$ cat config.mk
export PLATFORM = sky130hd
export DESIGN_NAME = atls_supervisor
export DESIGN_NICKNAME = d
export VERILOG_FILES = /design/src/hw/atls_supervisor.v
export VERILOG_INCLUDE_DIRS = /design/src /design/src/inc
export SDC_FILE = /design/constraint.sdc
export NUM_CORES = 1
export LEC_CHECK = 0
export BUFFER_PORTS_ARGS = -buffer_cell sky130_fd_sc_hd__buf_2
export CELL_PAD_IN_SITES_DETAIL_PLACEMENT = 1
export CELL_PAD_IN_SITES_GLOBAL_PLACEMENT = 2
export CORE_UTILIZATION = 24
export CTS_CLUSTER_DIAMETER = 50
export DETAILED_ROUTE_END_ITERATION = 6
export PLACE_DENSITY = 0.83
export RECOVER_POWER = 25
export SYNTH_ARGS = -nofsm -noshare
export SYNTH_HDL_FRONTEND = slang
export SYNTH_SLANG_ARGS = --single-unit
export TNS_END_PERCENT = 1
$ cat constraint.sdc
create_clock -name i_clock -period 2.7 [get_ports i_clock]
set_clock_uncertainty 0.1 [all_clocks]
set_input_delay 0.27 -clock i_clock [delete_from_list [all_inputs] [get_ports i_clock]]
set_output_delay 0.27 -clock i_clock [all_outputs]
set_load 0.1 [all_outputs]
$ cat src/inc/atls_map.vh
// Constants for the two-axis travel limit supervisor
// Overview of operation
// Plus/minus travel end inputs stop drive, instant or decelerating per stop mode.
// Software bounds are checked only while the software limit enable is on.
// Each axis holds its own upper and lower software bound.
// Position outside lower..upper bounds gives a decelerating stop. The code stops only an axis that is moving further out of the window.
// Software limit is computed from the internal position counter only.
// Hardware limit stopping acts regardless of software limit settings.
// During home search only hardware limits stop the drive.
// Offset move of home search ends on limit in motion direction.
// A limit blocks only motion toward it; moving away stays allowed.
`ifndef ATLS_MAP_VH
`define ATLS_MAP_VH
`define ATLS_POS_W      32
`define ATLS_AXES       2
`define ATLS_STOP_SLOW  1'b1
`define ATLS_STOP_INST  1'b0
`define ATLS_UPPER_RST  32'h000186a0
`define ATLS_LOWER_RST  32'hffff3cb0
`endif

$ cat src/hw/atls_supervisor.v
// Two-axis travel limit supervisor
`timescale 1ns/1ps
`default_nettype none
`include "atls_map.vh"
module atls_supervisor
(
	input  wire                          i_clock,
	input  wire                          i_rst_b,
	input  wire [`ATLS_AXES-1:0]         i_travel_end_plus,
	input  wire [`ATLS_AXES-1:0]         i_travel_end_minus,
	input  wire [`ATLS_AXES-1:0]         i_stop_mode_slow,
	input  wire [`ATLS_AXES-1:0]         i_soft_limit_en,
	input  wire [`ATLS_POS_W-1:0]        i_upper_x,
	input  wire [`ATLS_POS_W-1:0]        i_lower_x,
	input  wire [`ATLS_POS_W-1:0]        i_upper_y,
	input  wire [`ATLS_POS_W-1:0]        i_lower_y,
	input  wire [`ATLS_POS_W-1:0]        i_position_x,
	input  wire [`ATLS_POS_W-1:0]        i_position_y,
	input  wire [`ATLS_AXES-1:0]         i_moving,
	input  wire [`ATLS_AXES-1:0]         i_dir_plus,
	input  wire [`ATLS_AXES-1:0]         i_home_active,
	input  wire [`ATLS_AXES-1:0]         i_home_offset_step,
	output wire [`ATLS_AXES-1:0]         o_stop_instant,
	output wire [`ATLS_AXES-1:0]         o_stop_slow,
	output wire [`ATLS_AXES-1:0]         o_block_plus,
	output wire [`ATLS_AXES-1:0]         o_block_minus,
	output wire [`ATLS_AXES-1:0]         o_soft_out,
	output wire [`ATLS_AXES-1:0]         o_home_end
);

	// Sensor pins are asynchronous: two flops before any use
	reg [`ATLS_AXES-1:0] plus_meta_q;
	reg [`ATLS_AXES-1:0] plus_sync_q;
	reg [`ATLS_AXES-1:0] minus_meta_q;
	reg [`ATLS_AXES-1:0] minus_sync_q;

	always @(posedge i_clock)
	begin
		if (!i_rst_b)
		begin
			plus_meta_q  <= {`ATLS_AXES{1'b0}};
			plus_sync_q  <= {`ATLS_AXES{1'b0}};
			minus_meta_q <= {`ATLS_AXES{1'b0}};
			minus_sync_q <= {`ATLS_AXES{1'b0}};
		end
		else
		begin
			plus_meta_q  <= i_travel_end_plus;
			plus_sync_q  <= plus_meta_q;
			minus_meta_q <= i_travel_end_minus;
			minus_sync_q <= minus_meta_q;
		end
	end

	// Signed window test, used by both axes
	function out_of_range;
		input [`ATLS_POS_W-1:0] pos;
		input [`ATLS_POS_W-1:0] upper;
		input [`ATLS_POS_W-1:0] lower;
		begin
			out_of_range = ($signed(pos) > $signed(upper)) ||
				($signed(pos) < $signed(lower));
		end
	endfunction

	// Per-axis bound selection
	wire [`ATLS_POS_W-1:0] pos_w   [0:`ATLS_AXES-1];
	wire [`ATLS_POS_W-1:0] upper_w [0:`ATLS_AXES-1];
	wire [`ATLS_POS_W-1:0] lower_w [0:`ATLS_AXES-1];
	// separate bound pairs
	assign pos_w[0]   = i_position_x;
	assign pos_w[1]   = i_position_y;
	assign upper_w[0] = i_upper_x;
	assign upper_w[1] = i_upper_y;
	assign lower_w[0] = i_lower_x;
	assign lower_w[1] = i_lower_y;

	genvar ax;
	generate
		for (ax = 0; ax < `ATLS_AXES; ax = ax + 1)
		begin : g_axis
			// Window and direction terms of this axis
			wire soft_hit;
			wire hw_toward;
			wire above_upper;
			wire below_lower;
			wire soft_toward;

			// Next values of the output flops
			reg  stop_instant_d;
			reg  stop_slow_d;
			reg  block_plus_d;
			reg  block_minus_d;
			reg  soft_out_d;
			reg  home_end_d;

			// Output flops, one per request line
			reg  stop_instant_q;
			reg  stop_slow_q;
			reg  block_plus_q;
			reg  block_minus_q;
			reg  soft_out_q;
			reg  home_end_q;

			// internal position compare
			// enable gate; home mute
			assign soft_hit = i_soft_limit_en[ax] && !i_home_active[ax] &&
				out_of_range(pos_w[ax], upper_w[ax], lower_w[ax]);

			// limit ahead only
			assign hw_toward = i_dir_plus[ax] ? plus_sync_q[ax] : minus_sync_q[ax];

			// Strictly beyond each bound; a bound itself is still inside
			assign above_upper = $signed(pos_w[ax]) > $signed(upper_w[ax]);
			assign below_lower = $signed(pos_w[ax]) < $signed(lower_w[ax]);

			// Soft stop only when heading further out, so recovery is possible
			assign soft_toward = i_dir_plus[ax] ? above_upper : below_lower;

			// Next-state terms, from this cycle's inputs and the synced sensor flops
			always @*
			begin
				stop_instant_d = 1'b0;
				stop_slow_d    = 1'b0;
				block_plus_d   = 1'b0;
				block_minus_d  = 1'b0;
				soft_out_d     = 1'b0;
				home_end_d     = 1'b0;

				// hardware stop always
				if (i_moving[ax] && hw_toward)
				begin
					// mode picks stop
					if (i_stop_mode_slow[ax] == `ATLS_STOP_INST)
						stop_instant_d = 1'b1;
					else
						stop_slow_d = 1'b1;
				end

				// soft decelerating stop
				if (i_moving[ax] && soft_hit && soft_toward)
					stop_slow_d = 1'b1;

				// plus side inhibit
				if (plus_sync_q[ax])
					block_plus_d = 1'b1;
				else if (soft_hit && above_upper)
					block_plus_d = 1'b1;

				// minus side inhibit
				if (minus_sync_q[ax])
					block_minus_d = 1'b1;
				else if (soft_hit && below_lower)
					block_minus_d = 1'b1;

				// Out-of-window report, whatever the direction
				soft_out_d = soft_hit;

				// offset move end
				// Limit ahead ends it, at the start of the move or during it
				if (i_home_active[ax] && i_home_offset_step[ax] && hw_toward)
					home_end_d = 1'b1;
			end

			// Output registers; a reset clears every request at once
			always @(posedge i_clock)
			begin
				if (!i_rst_b)
				begin
					stop_instant_q <= 1'b0;
					stop_slow_q    <= 1'b0;
					block_plus_q   <= 1'b0;
					block_minus_q  <= 1'b0;
					soft_out_q     <= 1'b0;
					home_end_q     <= 1'b0;
				end
				else
				begin
					stop_instant_q <= stop_instant_d;
					stop_slow_q    <= stop_slow_d;
					block_plus_q   <= block_plus_d;
					block_minus_q  <= block_minus_d;
					soft_out_q     <= soft_out_d;
					home_end_q     <= home_end_d;
				end
			end

			// Outputs straight from the flops, no glitches toward the drive
			assign o_stop_instant[ax] = stop_instant_q;
			assign o_stop_slow[ax]    = stop_slow_q;
			assign o_block_plus[ax]   = block_plus_q;
			assign o_block_minus[ax]  = block_minus_q;
			assign o_soft_out[ax]     = soft_out_q;
			assign o_home_end[ax]     = home_end_q;
		end
	endgenerate

endmodule
`default_nettype wire

==> results of run 1 <==
path summary, 6_finish.rpt:
check	startpoint	endpoint	slack, ns	cells after the start
hold reg to reg	plus_meta_q[1]	plus_sync_q[1]	0.34	1
hold / removal	i_stop_mode_slow[1]	g_axis[1].stop_instant_q	0.09	2
setup / recovery	i_upper_x[21]	g_axis[0].stop_slow_q	0.30	11
setup reg to reg	plus_sync_q[0]	g_axis[0].stop_slow_q	1.67	3
cells by family after synthesis:
| group | synth area share [%] |
|---|---|
| AO/OA/AOI/OAI | 18.7 |
| XOR/XNOR | 0.220 |
| adder cells (fa/ha/maj) | 39.6 |
| buffers and inverters | 15.4 |
| flip-flops | 10.1 |
| multiplexers | 1.42 |
| AND/OR/NAND/NOR | 14.6 |
sequential cells by signal, summed over array words and instances, names as in the netlist:
register,cells
plus_sync_q,2
g_axis.block_plus_q,2
g_axis.home_end_q,2
g_axis.block_minus_q,2
minus_sync_q,2
g_axis.stop_slow_q,2
g_axis.soft_out_q,2
plus_meta_q,2
minus_meta_q,2
g_axis.stop_instant_q,2
power groups by stage:
stage	combinational (mW)	clock [mW]	sequential, mW
floorplan	0.434	0	0.317
global placement	0.697	0	0.319
detailed placement	0.708	0	0.319
CTS	0.713	0.424	0.312
global route	0.811	0.437	0.313
finish	0.700	0.408	0.312
stage by stage:
stage	hold WS (ns)	utilization, %	setup WS, ns
final	0.0920	33.4	0.301
after global routing	0.0945	33.4	0.195
after CTS	0.0857	33.4	0.283
after detailed placement	0.325	32.7	0.0287
after global placement	0.323	32.7	0.0497
after floorplan	0.248	-	0.282
layer usage:
| layer | up-vias | part of all wire (%) | GRT usage, % |
|---|---|---|---|
| met3 | 10 | 3.2 | 1.79 |
| met2 | 81 | 48 | 24.9 |
| met5 | - | 0 | 0 |
| met1 | 1859 | 47 | 19.5 |
| met4 | 0 | 1.4 | 2.37 |
| li1 | 2228 | - | - |
synthesized netlist by cell type, types with 2 or more instances:
master       n  share of area (%)
nor2_1      12                1.1
ha_1       126                 40
o21ai_0     18                2.3
nor2b_1      5               0.79
o211ai_1     3               0.57
a21oi_2      4               0.88
nand3_1      9                1.1
nor3_1       5               0.63
buf_4       12                2.3
nor3b_1      2               0.38
and3_1       2               0.31
mux2i_1      3               0.75
nand4_1     21                3.3
dfxtp_1     20                 10
and2_1       9                1.4
a221oi_1     2               0.44
clkbuf_1     2               0.19
a2111oi_0    2               0.44
o221ai_1     2               0.44
o21a_1       6                1.1
nand2_1     35                3.3
nor4_1       5               0.79
inv_1      137                 13
a21oi_1     47                5.9
a21o_1      18                3.4
worst reg2reg max path: stages, from the launching register on:
cell and delay (ns):
dfxtp_1 0.32, mux2i_1 0.27, nor2_1 0.11, o2bb2ai_2 0.13
layout make-up:
| type | instances | area [um2] |
|---|---|---|
| timing repair buffer | 221 | 1100 |
| multi-input combinational | 358 | 2970 |
| clock inverter | 1 | 30.0 |
| sequential | 20 | 400 |
| fill | 2062 | 10700 |
| antenna | 2 | 5.00 |
| clock buffer | 3 | 75.1 |
| inverter | 137 | 514 |
| tap | 216 | 270 |
==> impl_metrics.csv, run 1 <==
group,metric,value,unit
status,run_status,"finished, final reports clean",
global_routing,antenna_found_initial,2,
route,viasPerCell,4.36,
floorplan,die-area,0.0171,mm2
setup_path,critPathRequiredTime,2.79,ns
cts,htreeDepth,1,
setup_path,cpPeakStageDelay,0.35,ns
setup_path,critPathLaunchType,"input port",
timing,finalSetupTns,0,ns
route,wl_per_cell,13.1,um
cts,postCtsSetupBuffers,0,
global_routing,grt.overflow.total,0,
synthesis,yosysSeqAreaShare,10.1,%
power_and_ir_drop,internal-power,0.925,mW
floorplan,fp.coreArea,0.0161,mm2
synthesis,syn_inst,529,
placement,dp_cells,952,
route,drc,0,
power_and_ir_drop,netSwitchingPower,0.495,mW
timing,hold_viol,0,
timing,rsz0062_at_grt,"false",
worst_hold_path,hold_class,"input port to flip-flop",
timing,period_share,88.9,%
cts,cts_tree,"built",
timing,post-route-min-period,2.40,ns
cts,cts_buffers,3,
placement,dp_hpwl,11900,um
setup_path,critPathTopFamily,"compound AO/OA/AOI/OAI gates",
power_and_ir_drop,vdd_drop_max,240,uV
setup_path,crit_buf_inv,2,
cts,cts_resized,0,
route,ant_nets,0,
floorplan,rows,46,
synthesis,synth_warnings,0,
timing,tightest_slew,0.842,ns
power_and_ir_drop,power.share.clock,28.8,%
final_layout,fin_area,0.00537,mm2
flow_run,cap_violations,0,
setup_path,cp-end-kind,"flip-flop",
cts,cts_root_buf,"clkbuf_16",
synthesis,async_flop_share,0,%
synthesis,ys_ff_latch,20,
final_layout,fin_cells,958,
cts,cts_buffer_depth,2,
final_layout,nets,1077,
setup_path,crit_type,"input port to flip-flop",
synthesis,synthFlopType,"dfxtp_1",
route,drt-total-wl,12500,um
power_and_ir_drop,finalPower,1.42,mW
synthesis,synth_fp_nets,865,
synthesis,netlist-cell-type-count,47,
floorplan,start_util,24.8,%
placement,placed_area,0.00526,mm2
route,first_iter_violations,51,
placement,place_congestion,0.806,
timing,fmax,417,MHz
power_and_ir_drop,swShare,34.8,%
synthesis,synth_edf_count,0,
synthesis,syn_avg_cell_area,7.52,um2
cts,cts_hold_buf,0,
power_and_ir_drop,p_per_area,265,mW/mm2
cts,clkTransAtPathRegs,0.06,ns
placement,port_buffers,221,
timing,drv_slew,0,
global_routing,track_usage,14.5,%
setup_path,crit_chain,"buf_2 > inv_1 > ha_1 > a21o_1 > a221o_1 > a221oi_2 > o221ai_1 > a21oi_2 > mux2_4 > mux2_2 > o2bb2ai_2",
route,drtPass1Iterations,4,
cts,clock_sinks,20,
global_routing,grt_pass1_wl,19500,um
synthesis,netlist_area,0.00398,mm2
global_routing,grt_max_degree,21,
floorplan,top_level_ports,222,
power_and_ir_drop,seqPwrFrac,22.0,%
setup_path,cp_max_fo,3,
power_and_ir_drop,p_comb_share,49.3,%
global_routing,grt_pass1_vias,4190,
timing,slew_headroom,43.8,%
final_layout,area_delta_synth_final,34.9,%
floorplan,die_w,131,um
setup_path,crit_slowest_cell,"a221o_1",
final_layout,final_common_cell,"buf_2",
route,vias,4178,
setup_path,critPathArrivalTime,2.49,ns
power_and_ir_drop,p_leak,3.32,nW
timing,setup_viol,0,
cts,clock_latency,0.25,ns
final_layout,layout_common_cells,"buf_2 (220), inv_1 (137), ha_1 (126), a21oi_1 (47), nand2_1 (35)",
final_layout,drive_gt1_share,31.8,%
floorplan,chipHeight,131,um
Power figures use the tool's default switching activity.
==> run 2, diff against run 1 <==
- CELL_PAD_IN_SITES_DETAIL_PLACEMENT: 1 -> 2
- PLACE_DENSITY: 0.83 -> default
- PLACE_DENSITY_LB_ADDON: default -> 0.12
==> run 2 against run 1 <==
  * Critical path depth unchanged
  * Sequential power about the same
  * Sequential share of layout area about the same
  * Global-route usage increased by 1.1 points
  * Largest power group unchanged
  * Maximum frequency fell by 1.8%
  * Highest routed layer is now met5
  * Die area unchanged
==> impl_metrics.csv, run 2 (synthesis gave the netlist of run 1 again) <==
group,metric,value,unit
placement,port_buffers,221,
final_layout,nets,1078,
placement,dp_cells,953,
timing,drv_slew,0,
cts,cts_tree,"built",
global_routing,grt_pass1_vias,4711,
final_layout,final_common_cell,"buf_2",
timing,postLayoutSetupSlackWorst,0.257,ns
route,drc,0,
setup_path,critPathArrivalTime,2.53,ns
worst_hold_path,hold_class,"input port to flip-flop",
route,first_iter_violations,43,
floorplan,rows,46,
timing,hold_viol,0,
global_routing,track_usage,15.6,%
timing,slew_headroom,44.5,%
timing,finalSetupTns,0,ns
cts,clkTransAtPathRegs,0.05,ns
global_routing,grt_max_degree,21,
route,drt-total-wl,13500,um
cts,clock_sinks,20,
route,drtPass1Iterations,2,
final_layout,diodes,0,
power_and_ir_drop,p_per_area,249,mW/mm2
flow_run,cap_violations,0,
setup_path,r2r_slack,1.66,ns
global_routing,grt_pass1_wl,21200,um
final_layout,multi_input_area,0.00297,mm2
timing,setup_viol,0,
final_layout,seq_area,400,um2
cts,cts_buffer_depth,2,
timing,period_share,90.5,%
setup_path,crit_slowest_cell,"a221o_1",
final_layout,postLayoutCoreUtil,33.2,%
timing,post-route-min-period,2.44,ns
route,ant_nets,0,
power_and_ir_drop,p_leak,3.31,nW
floorplan,top_level_ports,222,
final_layout,n_fill_cell,1953,
cts,clock_latency,0.25,ns
placement,dp_hpwl,13000,um
final_layout,layout_common_cells,"buf_2 (220), inv_1 (137), ha_1 (126), a21oi_1 (47), nand2_1 (35)",
cts,htreeDepth,1,
setup_path,cp-end-kind,"flip-flop",
setup_path,crit_type,"input port to flip-flop",
floorplan,die-area,0.0171,mm2
cts,cts_root_buf,"clkbuf_16",
power_and_ir_drop,vdd_drop_max,178,uV
route,wl_per_cell,14.2,um
final_layout,fin_cells,956,
cts,cts_hold_buf,0,
route,vias,4317,
final_layout,drive_gt1_share,31.8,%
final_layout,area_delta_synth_final,34.2,%
cts,cts_buffers,3,
cts,cts_resized,0,
route,viasPerCell,4.52,
setup_path,critPathLaunchType,"input port",
timing,fmax,409,MHz
timing,rsz0062_at_grt,"false",
power_and_ir_drop,finalPower,1.33,mW
floorplan,die_w,131,um
setup_path,critPathRequiredTime,2.78,ns
timing,tightest_slew,0.832,ns
floorplan,start_util,24.8,%
floorplan,chipHeight,131,um
global_routing,antenna_found_initial,2,
setup_path,crit_chain,"buf_2 > inv_1 > ha_1 > a21o_1 > a221o_1 > a221oi_2 > o221ai_1 > a21oi_2 > mux2_4 > mux2_2 > o2bb2ai_2",
floorplan,fp.coreArea,0.0161,mm2
placement,place_congestion,0.781,
setup_path,cpPeakStageDelay,0.35,ns
cts,postCtsSetupBuffers,0,
setup_path,cp_max_fo,3,
placement,dpl_worst_slack,0.00592,ns
status,run_status,"finished, final reports clean",
global_routing,grt.overflow.total,0,
==> run 2: cell type report <==
| class | count | area share, % |
|---|---|---|
| Inverter | 137 | 9.63 |
| Clock buffer | 3 | 1.41 |
| Tap cell | 216 | 5.06 |
| Sequential cell | 20 | 7.50 |
| Multi-Input combinational cell | 358 | 55.6 |
| Timing Repair Buffer | 222 | 20.8 |
==> run 2: worst paths after layout <==
path	start	endpoint	cells after the start
max	i_upper_x[21]	g_axis[0].stop_slow_q	11
min	i_stop_mode_slow[1]	g_axis[1].stop_instant_q	2
max reg2reg	plus_sync_q[0]	g_axis[0].stop_slow_q	3
min reg2reg	minus_meta_q[1]	minus_sync_q[1]	1
==> run 2: critical path: cells and delay by family <==
family	cells	cell delay, ns
AO/OA/AOI/OAI	6	1.23
adder cells (fa/ha/maj)	1	0.31
multiplexers	2	0.60
buffers and inverters	2	0.12
==> run 2: power breakdown <==
group          internal, mW  switching (mW)  leakage (nW)
registers             0.308         0.00344         0.164
logic                 0.328           0.396          3.11
clock network         0.195          0.0979        0.0370
total                 0.831           0.498          3.31
==> run 2: per-stage QoR <==
step	instance area, um2	hold slack [ns]
after global routing	5340	0.118
after global placement	5260	0.317
after detailed placement	5260	0.327
after floorplan	3980	0.248
final	5340	0.108
after CTS	5340	0.102
==> run 2: metal layers <==
layer / track usage, % / vias to the layer above / wire length [um]
met5: 0 / - / 17
met4: 2.23 / 2 / 67
met3: 1.87 / 6 / 706
met2: 30.3 / 112 / 6850
met1: 18.4 / 1981 / 5890
li1: - / 2216 / -
